[config.mk]
export PLATFORM = sky130hd
export DESIGN_NAME = dmd_decoder
export DESIGN_NICKNAME = d
export VERILOG_FILES = /design/src/common/dmd_pkg.sv /design/src/design/dmd_addr_gen.sv /design/src/design/dmd_decoder.sv /design/src/design/dmd_region_dec.sv
export VERILOG_INCLUDE_DIRS = /design/src /design/src/common
export SDC_FILE = /design/constraint.sdc
export NUM_CORES = 1
export LEC_CHECK = 0
export ABC_AREA = 1
export BUFFER_PORTS_ARGS = -buffer_cell sky130_fd_sc_hd__buf_2
export CAP_MARGIN = 20
export CORE_MARGIN = 4
export CORE_UTILIZATION = 55
export DETAILED_ROUTE_END_ITERATION = 12
export GPL_TIMING_DRIVEN = 0
export PLACE_DENSITY = 0.79
export SKIP_CTS_REPAIR_TIMING = 1
export SYNTH_ARGS = -nofsm -noshare
export SYNTH_HDL_FRONTEND = slang
export SYNTH_SLANG_ARGS = --single-unit
[constraint.sdc]
create_clock -name clk_i -period 2.3 [get_ports clk_i]
set_input_delay 0.46 -clock clk_i [delete_from_list [all_inputs] [get_ports clk_i]]
set_output_delay 0.46 -clock clk_i [all_outputs]
set_load 0.05 [all_outputs]
[src/common/dmd_map.svh]
// Constants for the data memory map decoder: region bounds, cycle costs, timings.
// Assumes inclusion by bare name from the design files.
`ifndef DMD_MAP_SVH
`define DMD_MAP_SVH
`define DMD_REGFILE_END 16'h0020
`define DMD_STDIO_END 16'h0060
`define DMD_EXTIO_END 16'h0100
`define DMD_NORM_SRAM_END 16'h1100
`define DMD_LEG_SRAM_END 16'h1000
`define DMD_DISP_MAX 6'h3F
`define DMD_INT_CYCLES 4'h2
`define DMD_EXT_EXTRA 4'h1
`define DMD_STACK_EXTRA 4'h3
`define DMD_EE_READ_STALL 3'h4
`define DMD_EE_WRITE_STALL 3'h2
`define DMD_MWE_WINDOW 3'h4
`define DMD_EE_WRITE_OSC_CYCLES 8448
`define DMD_EE_OSC_NS 1000
`define DMD_CLK_NS 5
`define DMD_EEPROM_ADDRESS_HI_MASK 8'h0F
`endif

[src/common/dmd_pkg.sv]
// Types for the data memory map decoder.
// Assumes dmd_map.svh is on the include path.
package dmd_pkg;
	typedef enum logic [2:0] {
		DMD_REG_FILE = 3'h0,
		DMD_STD_IO = 3'h1,
		DMD_EXT_IO = 3'h3,
		DMD_INT_SRAM = 3'h2,
		DMD_EXT_SRAM = 3'h6,
		DMD_NONE = 3'h7
	} dmd_region_t;
	typedef enum logic [1:0] {
		DMD_EE_IDLE = 2'h0,
		DMD_EE_STALL = 2'h1,
		DMD_EE_WRITING = 2'h3
	} dmd_ee_state_t;
endpackage

[src/design/dmd_addr_gen.sv]
// Effective address generator: direct, displacement, pre-decrement, post-increment.
// Assumes pointer values come from the register file on the same clock.
`timescale 1ns/100ps
`include "dmd_map.svh"
module dmd_addr_gen
	import dmd_pkg::*;
(
	input wire logic [1:0] mode_i, // 0 direct,1 disp,2 predec,3 postinc
	input wire logic [15:0] direct_i, // Direct address
	input wire logic [15:0] ptr_i, // X, Y or Z pointer value
	input wire logic [5:0] disp_i, // Displacement
	output logic [15:0] addr_o, // Effective address
	output logic [15:0] ptr_next_o // Updated pointer value
);
	wire logic [15:0] ptr_dec = ptr_i - 16'h0001;
	wire logic [15:0] ptr_inc = ptr_i + 16'h0001;
	// displacement reach, limited to six bits so at most 63 beyond base
	wire logic [15:0] disp_addr = ptr_i + {10'h000, disp_i & `DMD_DISP_MAX};
	assign ptr_next_o = (mode_i == 2'h2) ? ptr_dec : (mode_i == 2'h3) ? ptr_inc : ptr_i;
	assign addr_o = (mode_i == 2'h0) ? direct_i : (mode_i == 2'h1) ? disp_addr :
		(mode_i == 2'h2) ? ptr_dec : ptr_i;
endmodule // dmd_addr_gen

[src/design/dmd_decoder.sv]
// Data memory map decoder: region select, access cost, external strobes,
// EEPROM address register pair, master write enable window and write timer.
// Assumes the CPU presents one access request per strobe and honours stall_o.
// Notes on behaviour
// - Normal map: 32 register file, 64 standard I/O, 160 extended I/O, 4096 SRAM.
// - Legacy map: 32 register file, 64 standard I/O, 4000 SRAM.
// - Extended I/O only by load/store, never by short in/out path.
// - Legacy mode removes extended I/O.
// - All addresses above internal SRAM belong to external SRAM.
// - External region uses same instructions; strobes idle on internal accesses.
// - External accesses happen only when external memory enable is set.
// - External byte without wait states costs one extra cycle.
// - One, two, three wait states add two, three, four cycles.
// - Stack in external SRAM: calls add three, or five/seven/nine with waits; cycles_o gives 3/5/7/9 in all, one/three/five/seven above internal.
// - Internal SRAM access takes two cycles.
// - Displacement reaches up to 63 beyond the Y or Z base.
// - Pre-decrement and post-increment update the pointer used.
// - 4 KB byte-wide EEPROM in its own address space.
// - EEPROM read stalls the CPU four cycles.
// - Starting EEPROM write stalls the CPU two cycles.
// - Self-timed write with status showing when next byte may go.
// - Master write enable clears after four cycles; strobe only counts inside.
// - Write strobe clears when the write time (8448 us-osc cycles) ends.
`timescale 1ns/100ps
`include "dmd_map.svh"
module dmd_decoder
	import dmd_pkg::*;
#(
	parameter int EE_WRITE_CYCLES = (`DMD_EE_WRITE_OSC_CYCLES * `DMD_EE_OSC_NS) / `DMD_CLK_NS
)(
	input wire logic clk_i, // CPU clock
	input wire logic resetn_i, // Async reset, active low
	input wire logic ce_i, // Clock enable
	input wire logic legacy_mode_i, // Legacy map strap, async pin
	input wire logic req_i, // Data access request pulse
	input wire logic we_i, // Access is a write
	input wire logic io_path_i, // Access uses short in/out path
	input wire logic stack_call_i, // Two-byte stack access of call/return/interrupt
	input wire logic [1:0] addr_mode_i, // Addressing mode
	input wire logic [15:0] direct_addr_i, // Direct address
	input wire logic [15:0] ptr_i, // Pointer register value
	input wire logic [5:0] disp_i, // Displacement
	input wire logic external_memory_enable_i, // Enable bit from mcu_control_register
	input wire logic [1:0] wait_states_i, // External wait states
	input wire logic ear_wr_lo_i, // Write eeprom_address_low
	input wire logic ear_wr_hi_i, // Write eeprom_address_high
	input wire logic [7:0] ear_wdata_i, // Address write data
	input wire logic ee_read_i, // Read enable written to one
	input wire logic mwe_set_i, // Master write enable written to one
	input wire logic eeprom_write_strobe_set_i, // Write strobe written to one
	output dmd_region_t region_o, // Registered region of last access
	output logic [15:0] addr_o, // Registered effective address
	output logic [15:0] ptr_next_o, // Registered updated pointer
	output logic ptr_we_o, // Pointer write-back pulse
	output logic access_ok_o, // Access accepted
	output logic [3:0] cycles_o, // Cycle cost of last access
	output logic external_write_strobe_pin_o, // External write strobe
	output logic external_read_strobe_pin_o, // External read strobe
	output logic stall_o, // CPU halt
	output logic [7:0] eeprom_address_low_o, // eeprom_address_low readback
	output logic [7:0] eeprom_address_high_o, // eeprom_address_high readback
	output logic [11:0] ee_addr_o, // EEPROM array address
	output logic mwe_o, // Master write enable state
	output logic eeprom_write_strobe_o, // Write in progress
	output logic ee_rd_o, // EEPROM array read pulse
	output logic ee_wr_o // EEPROM array write start pulse
);
	localparam int CW = $clog2(EE_WRITE_CYCLES + 1);
	logic leg_s1, leg_s2, legacy, leg_cap;
	logic leg_v1, leg_v2;
	logic [11:0] eeprom_address;
	logic [2:0] mwe_cnt;
	logic [2:0] stall_cnt;
	logic [CW-1:0] wr_cnt;
	dmd_ee_state_t state, next_state;
	wire logic [15:0] eff_addr;
	wire logic [15:0] eff_ptr_next;
	dmd_region_t region;

	dmd_addr_gen u_addr (
		.mode_i(addr_mode_i),
		.direct_i(direct_addr_i),
		.ptr_i(ptr_i),
		.disp_i(disp_i),
		.addr_o(eff_addr),
		.ptr_next_o(eff_ptr_next)
	);
	dmd_region_dec u_dec (
		.addr_i(eff_addr),
		.legacy_i(legacy),
		.region_o(region)
	);

	// Access qualification: ext I/O refused on in/out path, external needs enable
	// short path cannot reach extended I/O
	wire logic io_refused = io_path_i && region == DMD_EXT_IO;
	// external access gated by the enable bit
	wire logic ext_refused = region == DMD_EXT_SRAM && !external_memory_enable_i;
	wire logic ok = req_i && !io_refused && !ext_refused;
	wire logic is_ext = ok && region == DMD_EXT_SRAM;
	// per-byte extra is 1, then waits+1
	wire logic [3:0] ext_extra = (wait_states_i == 2'h0) ? `DMD_EXT_EXTRA : {2'h0, wait_states_i} + 4'h1;
	// two-byte stack extra is 3, then 2*waits+3
	wire logic [3:0] stk_extra = `DMD_STACK_EXTRA + {2'h0, wait_states_i} + {2'h0, wait_states_i};
	wire logic [3:0] cost = !is_ext ? `DMD_INT_CYCLES :
		stack_call_i ? stk_extra : `DMD_INT_CYCLES + ext_extra;
	wire logic ptr_upd = ok && addr_mode_i[1];
	wire logic busy = state != DMD_EE_IDLE;
	// strobe only honoured inside the master enable window
	wire logic wr_start = eeprom_write_strobe_set_i && mwe_o && !eeprom_write_strobe_o;
	// read or address change refused while writing
	wire logic rd_start = ee_read_i && !eeprom_write_strobe_o && !busy;
	wire logic ear_lock = eeprom_write_strobe_o;
	// Strobe qualifiers split by direction
	wire logic ext_wr = is_ext && we_i;
	wire logic ext_rd = is_ext && !we_i;
	// Stall loads only from idle, so a stray request mid-stall cannot restart it
	wire logic rd_load = !busy && rd_start;
	wire logic wr_load = !busy && wr_start;
	wire logic stall_run = stall_cnt != 3'h0;
	wire logic stall_last = stall_cnt == 3'h1;

	// Legacy strap synchroniser; second stage feeds capture only
	always_ff @(posedge clk_i or negedge resetn_i) begin
		if (!resetn_i) begin
			leg_s1 <= 1'b0;
			leg_s2 <= 1'b0;
		end else if (ce_i) begin
			leg_s1 <= legacy_mode_i;
			leg_s2 <= leg_s1;
		end
	end

	// Valid pipeline: marks when the second stage holds a real strap sample
	always_ff @(posedge clk_i or negedge resetn_i) begin
		if (!resetn_i) begin
			leg_v1 <= 1'b0;
			leg_v2 <= 1'b0;
		end else if (ce_i) begin
			leg_v1 <= 1'b1;
			leg_v2 <= leg_v1;
		end
	end

	// latched once, third edge after reset, so the map cannot move later
	// Capturing any earlier would take the synchroniser's reset value, not the strap
	wire logic leg_take = leg_v2 && !leg_cap;
	always_ff @(posedge clk_i or negedge resetn_i) begin
		if (!resetn_i) begin
			legacy <= 1'b0;
			leg_cap <= 1'b0;
		end else if (ce_i && leg_take) begin
			legacy <= leg_s2;
			leg_cap <= 1'b1;
		end
	end

	// Held results: region, address and cost stand until the next request
	always_ff @(posedge clk_i or negedge resetn_i) begin
		if (!resetn_i) begin
			region_o <= DMD_NONE;
			addr_o <= 16'h0000;
			cycles_o <= 4'h0;
		end else if (ce_i && req_i) begin
			region_o <= region;
			addr_o <= eff_addr;
			cycles_o <= cost;
		end
	end

	// Pointer result; the write-back pulse tells the CPU when to use it
	always_ff @(posedge clk_i or negedge resetn_i) begin
		if (!resetn_i) begin
			ptr_next_o <= 16'h0000;
			ptr_we_o <= 1'b0;
		end else if (ce_i) begin
			ptr_next_o <= eff_ptr_next;
			ptr_we_o <= ptr_upd;
		end
	end

	// One-cycle answer pulse and external strobes
	always_ff @(posedge clk_i or negedge resetn_i) begin
		if (!resetn_i) begin
			access_ok_o <= 1'b0;
			external_write_strobe_pin_o <= 1'b0;
			external_read_strobe_pin_o <= 1'b0;
		end else if (ce_i) begin
			access_ok_o <= ok;
			// strobes stay low for internal accesses
			external_write_strobe_pin_o <= ext_wr;
			external_read_strobe_pin_o <= ext_rd;
		end
	end

	// address pair; reset leaves it at zero as a defined stand-in
	always_ff @(posedge clk_i or negedge resetn_i) begin
		if (!resetn_i) begin
			eeprom_address <= 12'h000;
		end else if (ce_i && !ear_lock) begin
			if (ear_wr_lo_i)
				eeprom_address[7:0] <= ear_wdata_i;
			if (ear_wr_hi_i)
				eeprom_address[11:8] <= ear_wdata_i[3:0];
		end
	end
	assign eeprom_address_high_o = {4'h0, eeprom_address[11:8]} & `DMD_EEPROM_ADDRESS_HI_MASK;
	assign eeprom_address_low_o = eeprom_address[7:0];
	// 12-bit byte address into separate space
	assign ee_addr_o = eeprom_address;

	always_ff @(posedge clk_i or negedge resetn_i) begin
		if (!resetn_i) begin
			mwe_o <= 1'b0;
			mwe_cnt <= 3'h0;
		end else if (ce_i) begin
			if (mwe_set_i) begin
				mwe_o <= 1'b1;
				mwe_cnt <= `DMD_MWE_WINDOW - 3'h1;
			end else if (mwe_o) begin
				mwe_o <= mwe_cnt != 3'h0;
				mwe_cnt <= mwe_cnt - 3'h1;
			end
		end
	end

	// Stall sequencer state
	always_comb begin
		next_state = state;
		case (state)
			DMD_EE_IDLE:
				if (rd_start || wr_start)
					next_state = DMD_EE_STALL;
			DMD_EE_STALL:
				if (stall_cnt == 3'h1)
					next_state = eeprom_write_strobe_o ? DMD_EE_WRITING : DMD_EE_IDLE;
			DMD_EE_WRITING:
				if (!eeprom_write_strobe_o)
					next_state = DMD_EE_IDLE;
			default:
				next_state = DMD_EE_IDLE;
		endcase
	end

	// Sequencer state and the EEPROM array pulses
	always_ff @(posedge clk_i or negedge resetn_i) begin
		if (!resetn_i) begin
			state <= DMD_EE_IDLE;
			ee_rd_o <= 1'b0;
			ee_wr_o <= 1'b0;
		end else if (ce_i) begin
			state <= next_state;
			ee_rd_o <= rd_start;
			ee_wr_o <= wr_start;
		end
	end

	// stall counts for read and write start
	always_ff @(posedge clk_i or negedge resetn_i) begin
		if (!resetn_i) begin
			stall_cnt <= 3'h0;
			stall_o <= 1'b0;
		end else if (ce_i) begin
			if (rd_load) begin
				stall_cnt <= `DMD_EE_READ_STALL;
				stall_o <= 1'b1;
			end else if (wr_load) begin
				stall_cnt <= `DMD_EE_WRITE_STALL;
				stall_o <= 1'b1;
			end else if (stall_run) begin
				stall_cnt <= stall_cnt - 3'h1;
				stall_o <= !stall_last;
			end
		end
	end

	// self-timed write; strobe reads back as busy until time elapses
	always_ff @(posedge clk_i or negedge resetn_i) begin
		if (!resetn_i) begin
			eeprom_write_strobe_o <= 1'b0;
			wr_cnt <= '0;
		end else if (ce_i) begin
			if (wr_start) begin
				eeprom_write_strobe_o <= 1'b1;
				wr_cnt <= CW'(EE_WRITE_CYCLES - 1);
			end else if (eeprom_write_strobe_o) begin
				wr_cnt <= wr_cnt - CW'(1);
				if (wr_cnt == '0)
					eeprom_write_strobe_o <= 1'b0;
			end
		end
	end
endmodule // dmd_decoder

[src/design/dmd_region_dec.sv]
// Combinational region decoder for the 64K data space.
// Assumes the legacy flag is already stable.
`timescale 1ns/100ps
`include "dmd_map.svh"
module dmd_region_dec
	import dmd_pkg::*;
(
	input wire logic [15:0] addr_i, // Data address
	input wire logic legacy_i, // Legacy map selected
	output dmd_region_t region_o // Decoded region
);
	wire logic [15:0] sram_end = legacy_i ? `DMD_LEG_SRAM_END : `DMD_NORM_SRAM_END;
	// extended I/O disappears in legacy mode
	wire logic in_ext_io = !legacy_i && addr_i < `DMD_EXTIO_END;
	// everything above internal SRAM is external
	assign region_o = (addr_i < `DMD_REGFILE_END) ? DMD_REG_FILE :
		(addr_i < `DMD_STDIO_END) ? DMD_STD_IO :
		in_ext_io ? DMD_EXT_IO :
		(addr_i < sram_end) ? DMD_INT_SRAM : DMD_EXT_SRAM;
endmodule // dmd_region_dec
==> results.sh, run 1 <==
export IMPL_p_int_mw=3.901
export IMPL_cts_htree_levels=3
export IMPL_grt_pass1_vias=5754
export IMPL_violations="negative setup slack"
export IMPL_p_switching_mw=3.118
export IMPL_synth_area_leaders="dfrtp_1 37%, nand2_1 12%, o21ai_0 6.2%, inv_1 5.9%, nor2_1 5.6%"
export IMPL_dp_hpwl_um=13870
export IMPL_antenna_found_initial=1
export IMPL_core_rowCount=38
export IMPL_fillCellCount=909
export IMPL_swShare_pct=44.42
export IMPL_syn_area_um2=6231
export IMPL_drcViolationCount=0
export IMPL_clk_latency_ns=0.34
export IMPL_cts_tree="built"
export IMPL_die_w_um=114.4
export IMPL_drt_pre_antenna_iters=5
export IMPL_p_leak_nw=3.855
export IMPL_diodes=0
export IMPL_combPwrFrac_pct=43.3
export IMPL_yosysTopAreaCell="dfrtp_1"
export IMPL_numCtsBuffers=9
export IMPL_grt_overflow_total=0
export IMPL_clk_path_buf_depth=2
export IMPL_worstMarginPinSlew_ns=0.6862
export IMPL_ys_async_sr_fraction_pct=100.0
export IMPL_io_buffers=128
export IMPL_setup_viol=1
export IMPL_synthTopCellsByCount="204 x nand2_1, 98 x inv_1, 93 x nor2_1, 92 x dfrtp_1, 77 x o21ai_0"
export IMPL_vdd_ir_drop_max_mv=1.060
export IMPL_clock_power_share_pct=22.4
export IMPL_worst_slack_ns=-0.01086
export IMPL_drive_above_1_share_pct=28.78
export IMPL_drv_slew=0
export IMPL_ioPinCount=140
export IMPL_power_density_nw_per_um2=897.4
export IMPL_arrival_ns=2.54
export IMPL_start_kind="input pin"
export IMPL_grt_max_degree=72
export IMPL_vias=6506
export IMPL_post_synth_top_count_cell="nand2_1"
export IMPL_cp_required_ns=2.53
export IMPL_synthFlopType="dfrtp_1"
export IMPL_rsz0062_at_grt="true"
export IMPL_ys_ff_latch=95
export IMPL_synthDistinctLibCells=50
export IMPL_synth_edff_count=0
export IMPL_die_area_um2=13100
export IMPL_cts_sinks=95
export IMPL_seqPwrFrac_pct=34.3
export IMPL_max_freq_mhz=432.7
export IMPL_yosysSeqAreaShare_pct=38.21
export IMPL_crit_fanout=5
export IMPL_finalHoldViolCount=0
export IMPL_via_per_inst=5.551
export IMPL_grt_first_pass_wirelength_um=28710
export IMPL_status="finished with violations"
export IMPL_synthToLayoutAreaGrowth_pct=25.52
export IMPL_syn_inst=872
export IMPL_crit_type="input pin to flip-flop"
export IMPL_holdCritPathClass="input pin to async pin"
export IMPL_slew_headroom_pct=53.67
export IMPL_end_kind="flip-flop"
export IMPL_cts_root_buf="clkbuf_16"
export IMPL_yosys_warnings=0
export IMPL_dp_slack_ns=-0.6843
export IMPL_core_region_area_um2=10980
export IMPL_grtUsageTotal_pct=27.46
export IMPL_final_cell_area_um2=7821
export IMPL_post_drt_wl_per_cell_um=15.76
export IMPL_fin_worst_skew_ns=0.004042
export IMPL_period_share_pct=100.5
export IMPL_gp_congestion=1.011
export IMPL_start_util_pct=56.73
export IMPL_fin_nets=1109
export IMPL_wirelength_um=18470
export IMPL_fin_crit_ns=2.311
export IMPL_place_area_um2=7118
export IMPL_syn_area_per_cell_um2=7.146
export IMPL_drt_iter0_drc=554
export IMPL_clk_pin_slew_ns=0.06
export IMPL_synth_top_area_share_pct=36.95
export IMPL_max_cap_violations=0
export IMPL_drtAntennaViolNets=0
export IMPL_die_h_um=114.4
## power by group through the flow
stage	registers [mW]	clock network, mW	logic [mW]
final	2.41	1.57	3.04
after floorplan	3.11	0	1.48
after global placement	2.41	0	2.87
after global routing	2.47	1.65	3.28
after detailed placement	2.42	0	2.92
after CTS	2.40	1.59	2.93
## registers in the layout (all words and copies together), names as in the netlist, 2 cells and up
name,flops
wr_cnt,21
addr_o,16
ptr_next_o,16
ee_addr_o,12
cycles_o,4
mwe_cnt,3
region_o,3
stall_cnt,3
state,2
## metrics by stage
step	utilization [%]	hold slack [ns]	setup TNS, ns	total power [mW]	std cells
final	71.21	0.01657	-0.01086	7.019	1172
after global routing	71.21	0.03891	-0.8387	7.392	1172
after CTS	67.70	0.02484	-2.347	6.912	1160
after detailed placement	64.81	0.3882	-6.241	5.337	1144
after global placement	64.54	0.4387	-19.13	5.280	1143
after floorplan	-	0.1644	0	4.597	875
## cell families (layout without fill, tap and decap cells)
kind of cell               Yosys count  after routing  synth area share [%]
muxes                                4              4                0.7228
and+or+nand+nor                    436            436                 31.28
xor gates and xnor gates             6              6                0.8434
buffers and inverters              151            308                 10.86
DFF                                 95             95                 38.21
other                                1              4               0.06018
AOI/OAI and AO/OA                  161            161                 14.28
adders and majority gates           18             18                 3.735
## critical path, stage by stage
cell,delay [ns]
buf_6,0.07
ha_4,0.12
inv_2,0.04
fa_2,0.37
inv_2,0.09
nand3_2,0.07
nand3_2,0.07
nand2_2,0.08
nand2_4,0.09
nand2_2,0.05
nand3_2,0.06
nand3_2,0.07
nand2_2,0.10
nand4_1,0.17
nor2_4,0.18
nand3_4,0.13
nand4_4,0.14
nor2_1,0.06
nand2_1,0.05
nand2_1,0.06
## layout make-up
cell class	instances	area [um2]	area share, %
multi-input cells	629	3475	44.42
flip-flops and latches	95	2382	30.46
repair buffers	141	790.8	10.11
inverters	109	412.9	5.279
plain buffers	42	267.8	3.423
clock buffers	12	266.5	3.407
well taps	140	175.2	2.240
clock inverters	4	51.30	0.6559
## layer usage
metal  track usage (%)  wire (um)  up-vias
met2             39.50       8009      315
li1                  -          -     3135
met4             7.680        313        2
met3             7.188       1873       34
met1             40.87       8255     3020
met5                 0         12        -
## final timing paths
| path | start | end | slack, ns | cells past startpoint |
|---|---|---|---|---|
| max | disp_i[0] | external_read_strobe_pin_o$_DFFE_PN0P_ | -0.01 | 20 |
| min | resetn_i | ptr_next_o[9]$_DFFE_PN0P_ | 0.02 | 1 |
| max reg2reg | eeprom_write_strobe_o$_DFFE_PN0P_ | wr_cnt[17]$_DFFE_PN0P_ | 0.22 | 10 |
| min reg2reg | leg_v1$_DFFE_PN0P_ | leg_v1$_DFFE_PN0P_ | 0.47 | 1 |
| max in group asynchronous | resetn_i | region_o[0]$_DFFE_PN1P_ | 1.60 | 2 |
| min in group clk_i | ear_wdata_i[5] | ee_addr_o[5]$_DFFE_PN0P_ | 0.35 | 2 |
## placed cells by master, fill, tap and decap left out, types with 7 or more instances in the layout
cell type / n
or2_2: 12
buf_4: 34
nor3_1: 11
clkbuf_16: 9
nand3_1: 54
a31oi_1: 14
dfrtp_1: 91
nand3_2: 10
nand2_1: 189
nor2_4: 7
inv_2: 14
a21oi_1: 40
nand4_1: 14
ha_1: 11
buf_2: 130
o211ai_1: 9
nor2_2: 12
o21ai_0: 77
nand2_2: 19
inv_1: 94
clkbuf_1: 9
nor2_1: 88
Note: power is estimated with default switching activity, not from simulation.
==> run 2: changes to the inputs <==
PLACE_DENSITY = 0.81   (was 0.79)
==> run 2 against run 1 <==
The flow still finishes with violations (negative setup slack); flip-flop and latch count unchanged; wire length up 1.2%; cell count down 0.34%; non-clock buffer count down 4; via count down 0.42%; critical path depth down 3; global-route usage up 1.1 points; worst setup slack better by 0.0037 ns; die area unchanged; first-iteration DRC count up 29%; clock skew up 0.00058 ns; core utilization down 0.88 points; highest routed layer is now met4.
==> results.sh, run 2 (synthesized netlist as in run 1, its figures left out) <==
export IMPL_die_h_um=114.4
export IMPL_clk_latency_ns=0.35
export IMPL_drive_above_1_share_pct=28.11
export IMPL_holdCritPathClass="input pin to async pin"
export IMPL_regMostFlops="wr_cnt"
export IMPL_drt_pre_antenna_iters=6
export IMPL_slew_headroom_pct=54.43
export IMPL_clk_path_buf_depth=2
export IMPL_ioPinCount=140
export IMPL_fin_hold_ws_ns=0.007289
export IMPL_grt_first_pass_wirelength_um=29660
export IMPL_max_freq_mhz=433.4
export IMPL_vdd_ir_drop_max_mv=0.9677
export IMPL_status="finished with violations"
export IMPL_die_area_um2=13100
export IMPL_synthToLayoutAreaGrowth_pct=23.98
export IMPL_drt_iter0_drc=717
export IMPL_cts_root_buf="clkbuf_16"
export IMPL_via_per_inst=5.547
export IMPL_core_rowCount=38
export IMPL_start_util_pct=56.73
export IMPL_vias=6479
export IMPL_drcViolationCount=0
export IMPL_finalHoldViolCount=0
export IMPL_violations="negative setup slack"
export IMPL_setup_viol=1
export IMPL_die_w_um=114.4
export IMPL_diodes=0
export IMPL_gp_congestion=1.004
export IMPL_dp_cells=1144
export IMPL_worst_slack_ns=-0.007150
export IMPL_fin_crit_ns=2.307
export IMPL_fin_worst_skew_ns=0.004627
export IMPL_period_share_pct=100.3
export IMPL_grt_overflow_total=0
export IMPL_final_cells=1168
export IMPL_drv_slew=0
export IMPL_p_leak_nw=3.831
export IMPL_cts_htree_levels=3
export IMPL_drtAntennaViolNets=0
export IMPL_cts_sinks=95
export IMPL_start_kind="input pin"
export IMPL_largest_reg_flops=21
export IMPL_arrival_ns=2.54
export IMPL_crit_type="input pin to flip-flop"
export IMPL_cp_required_ns=2.53
export IMPL_core_region_area_um2=10980
export IMPL_grtUsageTotal_pct=28.54
export IMPL_cts_tree="built"
export IMPL_worstMarginPinSlew_ns=0.6750
export IMPL_rsz0062_at_grt="true"
export IMPL_top_regs="wr_cnt: 21 flops, addr_o: 16 flops, ptr_next_o: 16 flops"
export IMPL_final_common_cell="nand2_1"
export IMPL_grt_pass1_vias=5901
export IMPL_power_density_nw_per_um2=907.0
export IMPL_end_kind="flip-flop"
export IMPL_grt_max_degree=73
export IMPL_post_route_util_pct=70.33
export IMPL_numCtsBuffers=9
export IMPL_antenna_found_initial=0
export IMPL_fin_nets=1105
export IMPL_clk_pin_slew_ns=0.06
export IMPL_wirelength_um=18690
export IMPL_max_cap_violations=0
export IMPL_mostFrequentLayoutCells="191 x nand2_1, 130 x buf_2, 95 x inv_1"
export IMPL_io_buffers=128
export IMPL_post_drt_wl_per_cell_um=16.00
export IMPL_crit_fanout=6
export IMPL_dp_hpwl_um=14130
run 2: through the flow:
step | power (mW) | TNS [ns] | instance area [um2] | setup slack, ns
2_1_floorplan | 4.597 | 0 | 6272 | 0.003842
3_3_place_gp | 5.282 | -17.81 | 7088 | -0.5762
3_5_place_dp | 5.351 | -5.680 | 7118 | -0.6433
4_1_cts | 6.926 | -2.194 | 7437 | -0.3083
5_1_grt | 7.392 | -1.199 | 7725 | -0.1706
6_report | 7.006 | -0.007150 | 7725 | -0.007150
run 2: layer usage:
layer / track usage, % / wire length, um / up-vias
met3: 5.708 / 1754 / 27
met1: 41.56 / 8188 / 3007
li1: - / - / 3144
met4: 7.680 / 313 / 0
met5: 0 / 0 / -
met2: 43.50 / 8431 / 301
run 2: layout make-up:
class | instances | area [um2]
multi-input cells | 629 | 3412
fillers | 933 | 3258
inverters | 109 | 411.6
clock buffers | 12 | 266.5
flip-flops and latches | 95 | 2382
repair buffers | 137 | 757.0
well taps | 140 | 175.2
plain buffers | 42 | 267.8
clock inverters | 4 | 52.55
run 2: path summary, 6_finish.rpt:
kind	start	endpoint	slack (ns)	cells after the start
min	resetn_i	ptr_next_o[13]$_DFFE_PN0P_	0.007	1
min in group clk_i	ear_wdata_i[7]	ee_addr_o[7]$_DFFE_PN0P_	0.34	2
max	ptr_i[5]	ptr_we_o$_DFFE_PN0P_	-0.007	17
max reg2reg	eeprom_write_strobe_o$_DFFE_PN0P_	wr_cnt[17]$_DFFE_PN0P_	0.20	10
min reg2reg	leg_cap$_DFFE_PN0P_	leg_cap$_DFFE_PN0P_	0.47	2
max in group asynchronous	resetn_i	region_o[1]$_DFFE_PN1P_	1.60	2
run 2: report_power, final:
group / switching (mW) / internal [mW]
sequential: 0.327 / 2.08
combinational: 2.14 / 0.865
clock: 0.652 / 0.934
run 2: worst max-delay path, stage by stage:
cell and delay [ns]:
buf_2 0.15, ha_4 0.31, nand2_2 0.08, nor2_1 0.11, nand3_1 0.11, nand2_2 0.16
nand3_1 0.09, nand3_1 0.11, nand3_2 0.10, nand2_2 0.12, nand4_1 0.15, nor2_4 0.18
nand3_4 0.13, nand2_2 0.10, nor2_2 0.05, nand2_2 0.09, o21ai_2 0.06
